===== src/logic/part_tag_pkg.sv =====
// constants, register map and carrier types for the partition tag block
package part_tag_pkg;
  // bus geometry
  localparam int ADDR_W = 8;
  localparam logic [1:0] RESP_OKAY = 2'h0;
  localparam logic [1:0] RESP_SLVERR = 2'h2;
  // register byte offsets
  localparam logic [ADDR_W-1:0] OFF_L3 = 8'h00;
  localparam logic [ADDR_W-1:0] OFF_L2 = 8'h04;
  localparam logic [ADDR_W-1:0] OFF_L1 = 8'h08;
  localparam logic [ADDR_W-1:0] OFF_HYP = 8'h0c;
  localparam logic [ADDR_W-1:0] OFF_CTX = 8'h10;
  localparam logic [ADDR_W-1:0] OFF_IDENT = 8'h14;
  // level3_partition_control bits
  localparam int B_EN = 0;
  localparam int B_SDEF = 1;
  localparam int B_FNS = 2;
  localparam int B_TL = 3;
  // level2_partition_control bits (enable copy at B_EN)
  localparam int B_GKT = 1;
  localparam int B_GUT = 2;
  // hypervisor_partition_control bits
  localparam int B_IRT = 0;
  localparam int B_GAL = 1;
  localparam int B_KVM = 2;
  localparam int B_UVM = 3;
  // execution context bits
  localparam int B_NV = 0;
  localparam int B_NV2 = 1;
  localparam int B_E2H = 2;
  localparam int B_SECURE_LEVEL2_ENABLE = 3;
  // partition_capability_ident bits
  localparam int B_CSD = 0;
  localparam int B_CNS = 1;
  localparam int B_SPID = 2;
  // identifier widths and default identifiers
  localparam int PID_W = 16;
  localparam int PMG_W = 8;
  localparam logic [PID_W-1:0] DEF_PID_S = 16'h0;
  localparam logic [PID_W-1:0] DEF_PID_NS = 16'h0;
  localparam logic [PMG_W-1:0] DEF_PMG = 8'h0;

  typedef enum logic [2:0] {
    SEL_L3 = 3'h0, SEL_L2 = 3'h1, SEL_L1 = 3'h2, SEL_ALIAS = 3'h3,
    SEL_HYP = 3'h4, SEL_VMAP = 3'h5, SEL_IDENT = 3'h6
  } reg_sel_t;

  typedef enum logic [2:0] {
    ACC_OK = 3'h0, ACC_UNDEF = 3'h1, ACC_TRAP3 = 3'h2,
    ACC_TRAP2 = 3'h3, ACC_MEM = 3'h4
  } acc_res_t;

  typedef enum logic {WR_COLLECT = 1'b0, WR_RESP = 1'b1} wr_state_t;

  typedef struct packed {
    logic valid;
    logic secure;
    logic [PID_W-1:0] pid;
    logic [PMG_W-1:0] monitor_group;
  } req_t;

  typedef struct packed {
    logic valid;
    logic [PID_W-1:0] pid;
    logic [PMG_W-1:0] monitor_group;
    logic ns;
  } tag_t;

  typedef struct packed {
    logic valid;
    logic [1:0] el;
    logic secure;
    reg_sel_t sel;
  } acc_req_t;

  typedef struct packed {
    logic valid;
    acc_res_t res;
  } acc_ans_t;
endpackage : part_tag_pkg


===== src/logic/part_tag_ctrl.sv =====
// partition identifier tagging, default overrides and register trap control
//
// Our own choices: the register addresses and register access over AXI4-Lite.
`timescale 1ns/1ns
`default_nettype none

// What this block does
// - without secure-default capability, that bit reads zero, ignores writes, has no effect
// - secure-default on: secure requests take default secure id, or non-secure if forced
// - secure-default on: secure requests take the default monitor group
// - secure-default off: identifiers come from the normal selection path
// - secure-default bit is not reset; software must program it
// - global enable off: every request carries identifier 0 and group 0
// - enable and secure-default on: secure requests carry 0 and 0
// - lower-level trap set: level 1/2 register accesses trap to level 3
// - lower-level trap outranks hypervisor-configured traps
// - nested virt changes only level 1; with lower trap, level 2 traps to 3
// - enhanced nested virt turns trapped level-2 accesses from level 1 into memory
// - no secure identifiers: force bit reads one, space flag always 1
// - writable force bit selects secure requests' space flag directly
// - without force capability, the force bit reads zero and has no effect
// - writable force bit clears to 0 on every reset
// - otherwise the force bit is left unknown by reset
// - reset clears the global enable and sets the lower-level trap
// - guest and ident traps keep value with level 3, reset to 1 without it
// - no level 3: its register undefined, lower trap acts as 0, enable moves down
// - no level 2: its registers read zero from level 3, undefined elsewhere
// - non-secure-only level 2: its registers reachable from 3 or non-secure 2
// - secure level 2 absent or disabled behaves like the non-secure-only case
// - enable writable only at the highest level; lower levels read a copy
module part_tag_ctrl
  import part_tag_pkg::*;
#(
  parameter bit HAS_EL3 = 1'b1,
  parameter bit HAS_EL2 = 1'b1,
  parameter bit HAS_SEL2 = 1'b1,
  parameter bit CAP_SECURE_DEFAULT_OVERRIDE = 1'b1,
  parameter bit CAP_SECURE_TO_NONSECURE_OVERRIDE = 1'b1,
  parameter bit SECURE_TO_NONSECURE_OVERRIDE_WRITABLE = 1'b1
) (
  input wire logic aclk,
  input wire logic aresetn,
  input wire logic [ADDR_W-1:0] awaddr,
  input wire logic awvalid,
  output logic awready,
  input wire logic [31:0] wdata,
  input wire logic [3:0] wstrb,
  input wire logic wvalid,
  output logic wready,
  output logic [1:0] bresp,
  output logic bvalid,
  input wire logic bready,
  input wire logic [ADDR_W-1:0] araddr,
  input wire logic arvalid,
  output logic arready,
  output logic [31:0] rdata,
  output logic [1:0] rresp,
  output logic rvalid,
  input wire logic rready,
  input wire req_t req_in,
  output tag_t tag_out,
  input wire acc_req_t acc_in,
  output acc_ans_t acc_out
);

  typedef struct packed {
    wr_state_t wst;
    logic awready;
    logic wready;
    logic [ADDR_W-1:0] waddr;
    logic [31:0] wdat;
    logic [3:0] wstb;
    logic bvalid;
    logic [1:0] bresp;
    logic arready;
    logic rvalid;
    logic [31:0] rdata;
    logic [1:0] rresp;
    logic en;
    logic sdef;
    logic fns;
    logic tl;
    logic gkt;
    logic gut;
    logic irt;
    logic gal;
    logic kvm;
    logic uvm;
    logic nv;
    logic nv2;
    logic e2h;
    logic secure_level2_enable;
    tag_t tag;
    acc_ans_t acc;
  } st_t;

  st_t st_q;
  st_t st_d;

  // secure state without its own level 2 falls back to non-secure-only rules
  function automatic logic el2_on(input logic secure, input logic secure_level2_enable);
    el2_on = HAS_EL2 && (!secure || (HAS_SEL2 && secure_level2_enable));
  endfunction : el2_on

  // effective lower-level trap: inert without level 3
  function automatic logic trap_low(input logic tl);
    trap_low = HAS_EL3 && tl;
  endfunction : trap_low

  // readable image of one register; level-2 registers read zero without level 2
  function automatic logic [31:0] reg_image(input st_t s, input logic [ADDR_W-1:0] a,
                                            output logic hit);
    logic [31:0] v;
    v = 32'h0;
    hit = 1'b1;
    case (a)
      OFF_L3:
      begin
        hit = HAS_EL3;
        v[B_EN] = s.en;
        v[B_SDEF] = CAP_SECURE_DEFAULT_OVERRIDE && s.sdef;
        v[B_FNS] = CAP_SECURE_TO_NONSECURE_OVERRIDE && (s.fns || !SECURE_TO_NONSECURE_OVERRIDE_WRITABLE);
        v[B_TL] = s.tl;
      end
      OFF_L2:
      begin
        v[B_EN] = HAS_EL2 && s.en;
        v[B_GKT] = HAS_EL2 && s.gkt;
        v[B_GUT] = HAS_EL2 && s.gut;
      end
      OFF_L1: v[B_EN] = s.en;
      OFF_HYP:
      begin
        v[B_IRT] = HAS_EL2 && s.irt;
        v[B_GAL] = HAS_EL2 && s.gal;
        v[B_KVM] = HAS_EL2 && s.kvm;
        v[B_UVM] = HAS_EL2 && s.uvm;
      end
      OFF_CTX:
      begin
        v[B_NV] = s.nv;
        v[B_NV2] = s.nv2;
        v[B_E2H] = s.e2h;
        v[B_SECURE_LEVEL2_ENABLE] = s.secure_level2_enable;
      end
      OFF_IDENT:
      begin
        v[B_CSD] = CAP_SECURE_DEFAULT_OVERRIDE;
        v[B_CNS] = CAP_SECURE_TO_NONSECURE_OVERRIDE;
        v[B_SPID] = !(CAP_SECURE_TO_NONSECURE_OVERRIDE && !SECURE_TO_NONSECURE_OVERRIDE_WRITABLE);
      end
      default: hit = 1'b0;
    endcase
    return v;
  endfunction : reg_image

  // register access check for a system-register access from software
  function automatic acc_res_t check(input st_t s, input acc_req_t r);
    acc_res_t res;
    logic l2;
    logic l2reg;
    res = ACC_OK;
    l2 = el2_on(r.secure, s.secure_level2_enable);
    l2reg = (r.sel == SEL_L2) || (r.sel == SEL_HYP) || (r.sel == SEL_VMAP)
            || (r.sel == SEL_ALIAS);
    case (r.el)
      2'h3:
      begin
        // level 3 keeps full access; alias exists only with level 2, its own register only with level 3
        if (r.sel == SEL_ALIAS && !HAS_EL2)
          res = ACC_UNDEF;
        else if (r.sel == SEL_L3 && !HAS_EL3)
          res = ACC_UNDEF;
      end
      2'h2:
      begin
        if (!l2 || r.sel == SEL_L3)
          res = ACC_UNDEF;
        else if (r.sel == SEL_ALIAS && !s.e2h)
          res = ACC_UNDEF;
        else if (trap_low(s.tl))
          res = ACC_TRAP3;
      end
      2'h1:
      begin
        if (r.sel == SEL_L3)
          res = ACC_UNDEF;
        else if (l2reg)
        begin
          // nested virt only reshapes level-1 accesses
          if (l2 && s.nv && s.nv2)
            res = ACC_MEM;
          else if (l2 && s.nv)
            res = trap_low(s.tl) ? ACC_TRAP3 : ACC_TRAP2;
          else
            res = ACC_UNDEF;
        end
        else if (trap_low(s.tl))
          res = ACC_TRAP3;
        else if (r.sel == SEL_L1 && l2 && s.gkt)
          res = ACC_TRAP2;
        else if (r.sel == SEL_IDENT && l2 && s.irt)
          res = ACC_TRAP2;
      end
      default: res = ACC_UNDEF;
    endcase
    return res;
  endfunction : check

  // identifier selection: enable, then secure default, then force override
  function automatic tag_t select_tag(input st_t s, input req_t r);
    tag_t t;
    logic sd;
    logic fns;
    sd = CAP_SECURE_DEFAULT_OVERRIDE && s.sdef;
    fns = CAP_SECURE_TO_NONSECURE_OVERRIDE && (s.fns || !SECURE_TO_NONSECURE_OVERRIDE_WRITABLE);
    t.valid = r.valid;
    t.ns = !r.secure || fns;
    if (!s.en)
    begin
      t.pid = '0;
      t.monitor_group = '0;
    end
    else if (r.secure && sd)
    begin
      t.pid = fns ? DEF_PID_NS : DEF_PID_S;
      t.monitor_group = DEF_PMG;
    end
    else
    begin
      t.pid = r.pid;
      t.monitor_group = r.monitor_group;
    end
    return t;
  endfunction : select_tag

  // next-state: bus slave, register writes, tagging and access checks
  always_comb
  begin
    logic hit;
    logic [31:0] img;
    logic [7:0] b;
    hit = 1'b0;
    img = 32'h0;
    b = 8'h0;
    st_d = st_q;
    // write address and data may arrive in either order
    if (awvalid && st_q.awready)
    begin
      st_d.waddr = awaddr;
      st_d.awready = 1'b0;
    end
    if (wvalid && st_q.wready)
    begin
      st_d.wdat = wdata;
      st_d.wstb = wstrb;
      st_d.wready = 1'b0;
    end
    case (st_q.wst)
      WR_COLLECT:
      begin
        if (!st_q.awready && !st_q.wready)
        begin
          img = reg_image(st_q, st_q.waddr, hit);
          b = st_q.wdat[7:0];
          st_d.bresp = hit ? RESP_OKAY : RESP_SLVERR;
          st_d.bvalid = 1'b1;
          st_d.wst = WR_RESP;
          if (hit && st_q.wstb[0])
          begin
            case (st_q.waddr)
              OFF_L3:
              begin
                st_d.en = b[B_EN];
                if (CAP_SECURE_DEFAULT_OVERRIDE)
                  st_d.sdef = b[B_SDEF];
                if (CAP_SECURE_TO_NONSECURE_OVERRIDE && SECURE_TO_NONSECURE_OVERRIDE_WRITABLE)
                  st_d.fns = b[B_FNS];
                st_d.tl = b[B_TL];
              end
              OFF_L2:
              begin
                if (HAS_EL2)
                begin
                  if (!HAS_EL3)
                    st_d.en = b[B_EN];
                  st_d.gkt = b[B_GKT];
                  st_d.gut = b[B_GUT];
                end
              end
              OFF_L1:
              begin
                if (!HAS_EL3 && !HAS_EL2)
                  st_d.en = b[B_EN];
              end
              OFF_HYP:
              begin
                if (HAS_EL2)
                begin
                  st_d.irt = b[B_IRT];
                  st_d.gal = b[B_GAL];
                  st_d.kvm = b[B_KVM];
                  st_d.uvm = b[B_UVM];
                end
              end
              OFF_CTX:
              begin
                st_d.nv = b[B_NV];
                st_d.nv2 = b[B_NV2];
                st_d.e2h = b[B_E2H];
                st_d.secure_level2_enable = b[B_SECURE_LEVEL2_ENABLE];
              end
              default: st_d.bresp = RESP_OKAY; // read-only ident
            endcase
          end
        end
      end
      WR_RESP:
      begin
        if (bready)
        begin
          st_d.bvalid = 1'b0;
          st_d.awready = 1'b1;
          st_d.wready = 1'b1;
          st_d.wst = WR_COLLECT;
        end
      end
      default: st_d.wst = WR_COLLECT;
    endcase
    // read channel: one outstanding read, answered the edge after address
    if (arvalid && st_q.arready)
    begin
      st_d.rdata = reg_image(st_q, araddr, hit);
      st_d.rresp = hit ? RESP_OKAY : RESP_SLVERR;
      st_d.rvalid = 1'b1;
      st_d.arready = 1'b0;
    end
    else if (st_q.rvalid && rready)
    begin
      st_d.rvalid = 1'b0;
      st_d.arready = 1'b1;
    end
    // one request tagged per cycle, answer one cycle later
    st_d.tag = select_tag(st_q, req_in);
    st_d.acc.valid = acc_in.valid;
    st_d.acc.res = check(st_q, acc_in);
  end

  // synchronous reset; unknown-after-reset bits are left untouched on purpose
  always_ff @(posedge aclk)
  begin
    if (!aresetn)
    begin
      st_q.wst <= WR_COLLECT;
      st_q.awready <= 1'b1;
      st_q.wready <= 1'b1;
      st_q.waddr <= '0;
      st_q.wdat <= 32'h0;
      st_q.wstb <= 4'h0;
      st_q.bvalid <= 1'b0;
      st_q.bresp <= RESP_OKAY;
      st_q.arready <= 1'b1;
      st_q.rvalid <= 1'b0;
      st_q.rdata <= 32'h0;
      st_q.rresp <= RESP_OKAY;
      st_q.en <= 1'b0;
      st_q.tl <= 1'b1;
      st_q.sdef <= st_q.sdef;
      st_q.fns <= SECURE_TO_NONSECURE_OVERRIDE_WRITABLE ? 1'b0 : st_q.fns;
      st_q.gkt <= HAS_EL3 ? st_q.gkt : 1'b1;
      st_q.gut <= HAS_EL3 ? st_q.gut : 1'b1;
      st_q.irt <= HAS_EL3 ? st_q.irt : 1'b1;
      st_q.gal <= 1'b0;
      st_q.kvm <= 1'b0;
      st_q.uvm <= 1'b0;
      st_q.nv <= 1'b0;
      st_q.nv2 <= 1'b0;
      st_q.e2h <= 1'b0;
      st_q.secure_level2_enable <= 1'b0;
      st_q.tag <= '0;
      st_q.acc <= '0;
    end
    else
    begin
      st_q <= st_d;
    end
  end

  // every output straight from the state flops
  assign awready = st_q.awready;
  assign wready = st_q.wready;
  assign bvalid = st_q.bvalid;
  assign bresp = st_q.bresp;
  assign arready = st_q.arready;
  assign rvalid = st_q.rvalid;
  assign rdata = st_q.rdata;
  assign rresp = st_q.rresp;
  assign tag_out = st_q.tag;
  assign acc_out = st_q.acc;
endmodule : part_tag_ctrl
`default_nettype wire


===== config.mk =====
export PLATFORM = sky130hd
export DESIGN_NAME = part_tag_ctrl
export DESIGN_NICKNAME = d
export VERILOG_FILES = /design/src/logic/part_tag_pkg.sv /design/src/logic/part_tag_ctrl.sv
export SDC_FILE = /design/constraint.sdc
export NUM_CORES = 1
export LEC_CHECK = 0
export BUFFER_PORTS_ARGS = -buffer_cell sky130_fd_sc_hd__buf_2
export CORE_UTILIZATION = 41
export DETAILED_ROUTE_END_ITERATION = 16
export GPL_TIMING_DRIVEN = 1
export PLACE_DENSITY = 0.77
export SLEW_MARGIN = 20
export SYNTH_ARGS = -nofsm -noshare
export SYNTH_HDL_FRONTEND = slang
export SYNTH_SLANG_ARGS = --single-unit

===== constraint.sdc =====
create_clock -name aclk -period 1.4 [get_ports aclk]
set_input_delay 0.07 -clock aclk [delete_from_list [all_inputs] [get_ports aclk]]
set_output_delay 0.07 -clock aclk [all_outputs]
set_load 0.05 [all_outputs]

==> metrics <==
f_max=704 MHz; clock tree from TritonCTS=done; sequential cell area fraction in the yosys report=45.5%; initial core utilization=between 40% and 50%; Reg2Reg Depth=4; number of buffers added on ports=101; number of DRC markers in iteration 0=70; number of endpoints failing setup at the final stage=7; commonest non-fill, non-tap cell in the layout=buf_2; overflow left after global routing=0; Max VDD drop=between 0.5 and 0.6 mV; final worst slack=-0.0211 ns; synthesis-to-finish area growth=31.8%; Seq cells post-synth=between 60 and 70; Cell Chain, Critical Path=nor3_4, nand4b_4, or3_4, mux2i_1; CTS HTree Levels=3; Worst Setup Slack post-DPL=-0.0873 ns; Final min period=about 1.4 ns; violations in the final reports=negative setup slack; die footprint=0.00798 mm2; wire per inst=between 10 and 15 um; Avg Vias per Cell=4.62; Die Y=~90 um; global-route wire length before repair=between 10000 and 15000 um; total via count in the routed design=between 2000 and 3000; global-route met1 utilization=a little over 20%; worst hold path class=in2reg; Filler Cells Inserted=666; Yosys warnings=0; clock sink count=between 60 and 70; maximum count of clock buffers along a single path=2; total power divided by cell area=~1000 mW/mm2; Chip Width=89.3 um; count of buffering cells on the critical path with inverters included=0; Worst Hold Margin=around 0.014 ns; final weighted congestion of routability-driven global placement=~0.86; clk_skew=0.0107 ns; Post-Syn Area per Cell=around 9.2 um2; run status=finished with violations; number of hold violations in the final report=0; clock-pin slew reported for the worst setup and hold paths after clock tree synthesis=roughly 0.080 ns; commonest register cell after synthesis=dfxtp_1; reported max-cap violation count=0; top area cells in the synthesized netlist=dfxtp_1 42%, buf_4 16%, and2_1 5.4%, edfxtp_1 3.8%, nand2_1 3.6%; fraction of layout instances using a drive strength above 1=about 33%; CP Class=reg2reg; Total Negative Setup Slacks=-0.107 ns; RSZ-0062 raised after global routing=true; maximum cell stage delay along the critical path=between 0.4 and 0.5 ns; number of max-slew violations in the final report=0; met3 Track Usage GR=just under 5%; most used cells in the layout excluding fill and tap cells=101 x buf_2, 62 x dfxtp_1, 41 x dlygate4sd3_1; area of the core=roughly 0.0073 mm2; Antenna Nets Post-Route=0; total design power=4.31 mW; top cell type's share of synthesized area=41.6%; clk root buf=clkbuf_8; Remaining DRCs=0; Crit path required time=1.62 ns; leakage component of the power=~1.9 nW; fraction of registers with async set or reset after synthesis=0%; cell count after synthesis=between 300 and 400; cell row count=31; hold-critical path depth=3; worst path arrival time=roughly 1.7 ns; crit path max-delay cell type=or3_4; kind of cell adding the most delay to the critical path=simple AND/OR/NAND/NOR gates; number of iterations in the first detailed-routing pass=5; Unique masters post-synth=between 40 and 50; clock latency of the later-clocked register in the worst-skew pair=~0.34 ns; met2 track demand over resource=29.3%; ant diodes=0; maximum number of pins on one net before global-route repair=25; number of top-level pins=roughly 160; EDFF count, synth=4; clock buffers created by TritonCTS=9; aggregate routed wire length=about 6700 um; fraction of the core area covered by cells at the end of the flow=56.5%; vias in the first global route=roughly 2400; final clock period utilization by the worst path=102%; startpoint class of the critical path=flop; worst-path fanout max=4; detailed placement HPWL=around 4600 um; Most Used Layer, Global Route=met2; antenna violations before repair=0; type of element capturing the critical path=flop; post-synthesis cell type with the largest combined area=dfxtp_1; total global routing track utilization=about 17%; synthesized cell area=around 0.0031 mm2; Nets=between 500 and 600; Crit path depth=4
registers in the layout, summed over array words and instances (netlist names):
name     count
rresp        1
acc_out      4
rdata        4
rvalid       1
bvalid       1
wready       1
awready      1
bresp        1
st_q        28
arready      1
tag_out     26
final cells by class:
type	instances	area, um2	share of cell area (%)
sequential	69	1430	34.7
timing repair buffer	162	1070	26.1
inverter	8	30.0	0.729
clock buffer	13	180	4.37
clock inverter	1	5.00	0.122
tap	99	124	3.01
multi-input combinational	212	1280	31.0
logic make-up after synthesis:
kind of cell / after synthesis / share of synthesized area (%)
AO/OA/AOI/OAI: 52 / 10.8
buffers and inverters: 86 / 18.8
flip-flops: 69 / 45.5
multiplexers: 13 / 4.28
other: 1 / 0.120
AND/OR/NAND/NOR: 117 / 20.5
path summary, 6_finish.rpt:
check                              start       end  slack [ns]
worst max-delay path              wready  st_q[30]       -0.02
worst min-delay path              bready   awready        0.01
worst max register to register    wready  st_q[30]       -0.02
worst min register to register  st_q[87]  st_q[37]        0.46
through the flow:
| stage | instances | instance area, um2 |
|---|---|---|
| after floorplan | 367 | 3240 |
| after global placement | 507 | 3450 |
| after detailed placement | 507 | 3450 |
| after CTS | 562 | 4080 |
| after global routing | 564 | 4120 |
| final | 564 | 4120 |
cells in the mapped netlist, drive strengths merged (2+ instances only):
cell type   n
o2bb2ai     2
nand2      30
dfxtp      65
clkbuf      8
a32o        4
nor3        9
a22o        2
and2       27
or3         2
o21ai       9
nand2b      5
buf        70
nor2b       3
nand4       2
or4         2
nor2       13
nor4        2
mux2i      10
a22oi       2
inv         7
a21oi      22
nand3      15
edfxtp      4
nand3b      2
o2111ai     2
mux2        3
repair_timing:
action / 4_1_cts / 5_1_grt
hold buffers: 41 / 0
pin swaps: 1 / 3
gates resized for setup: 7 / 5
hold endpoints to repair: 41 / 0
buffers inserted: 0 / 2
endpoints found under the setup margin: 10 / 14
power breakdown:
group	switching (mW)	internal, mW	total, mW
Combinational	0.465	0.269	0.734
Sequential	0.0366	2.03	2.07
Clock	0.682	0.826	1.51
Total	1.18	3.12	4.31
worst min-delay path: stages:
cell	delay [ns]
buf_2	0.09
a21oi_1	0.09
o21ai_0	0.07
routing by layer:
| metal | part of all wire, % | up-vias |
|---|---|---|
| li1 | - | 1306 |
| met2 | 50 | 86 |
| met4 | 2.1 | 0 |
| met5 | 0 | - |
| met1 | 43 | 1199 |
| met3 | 4.8 | 12 |
No activity file was read; power rests on OpenSTA's default activity.
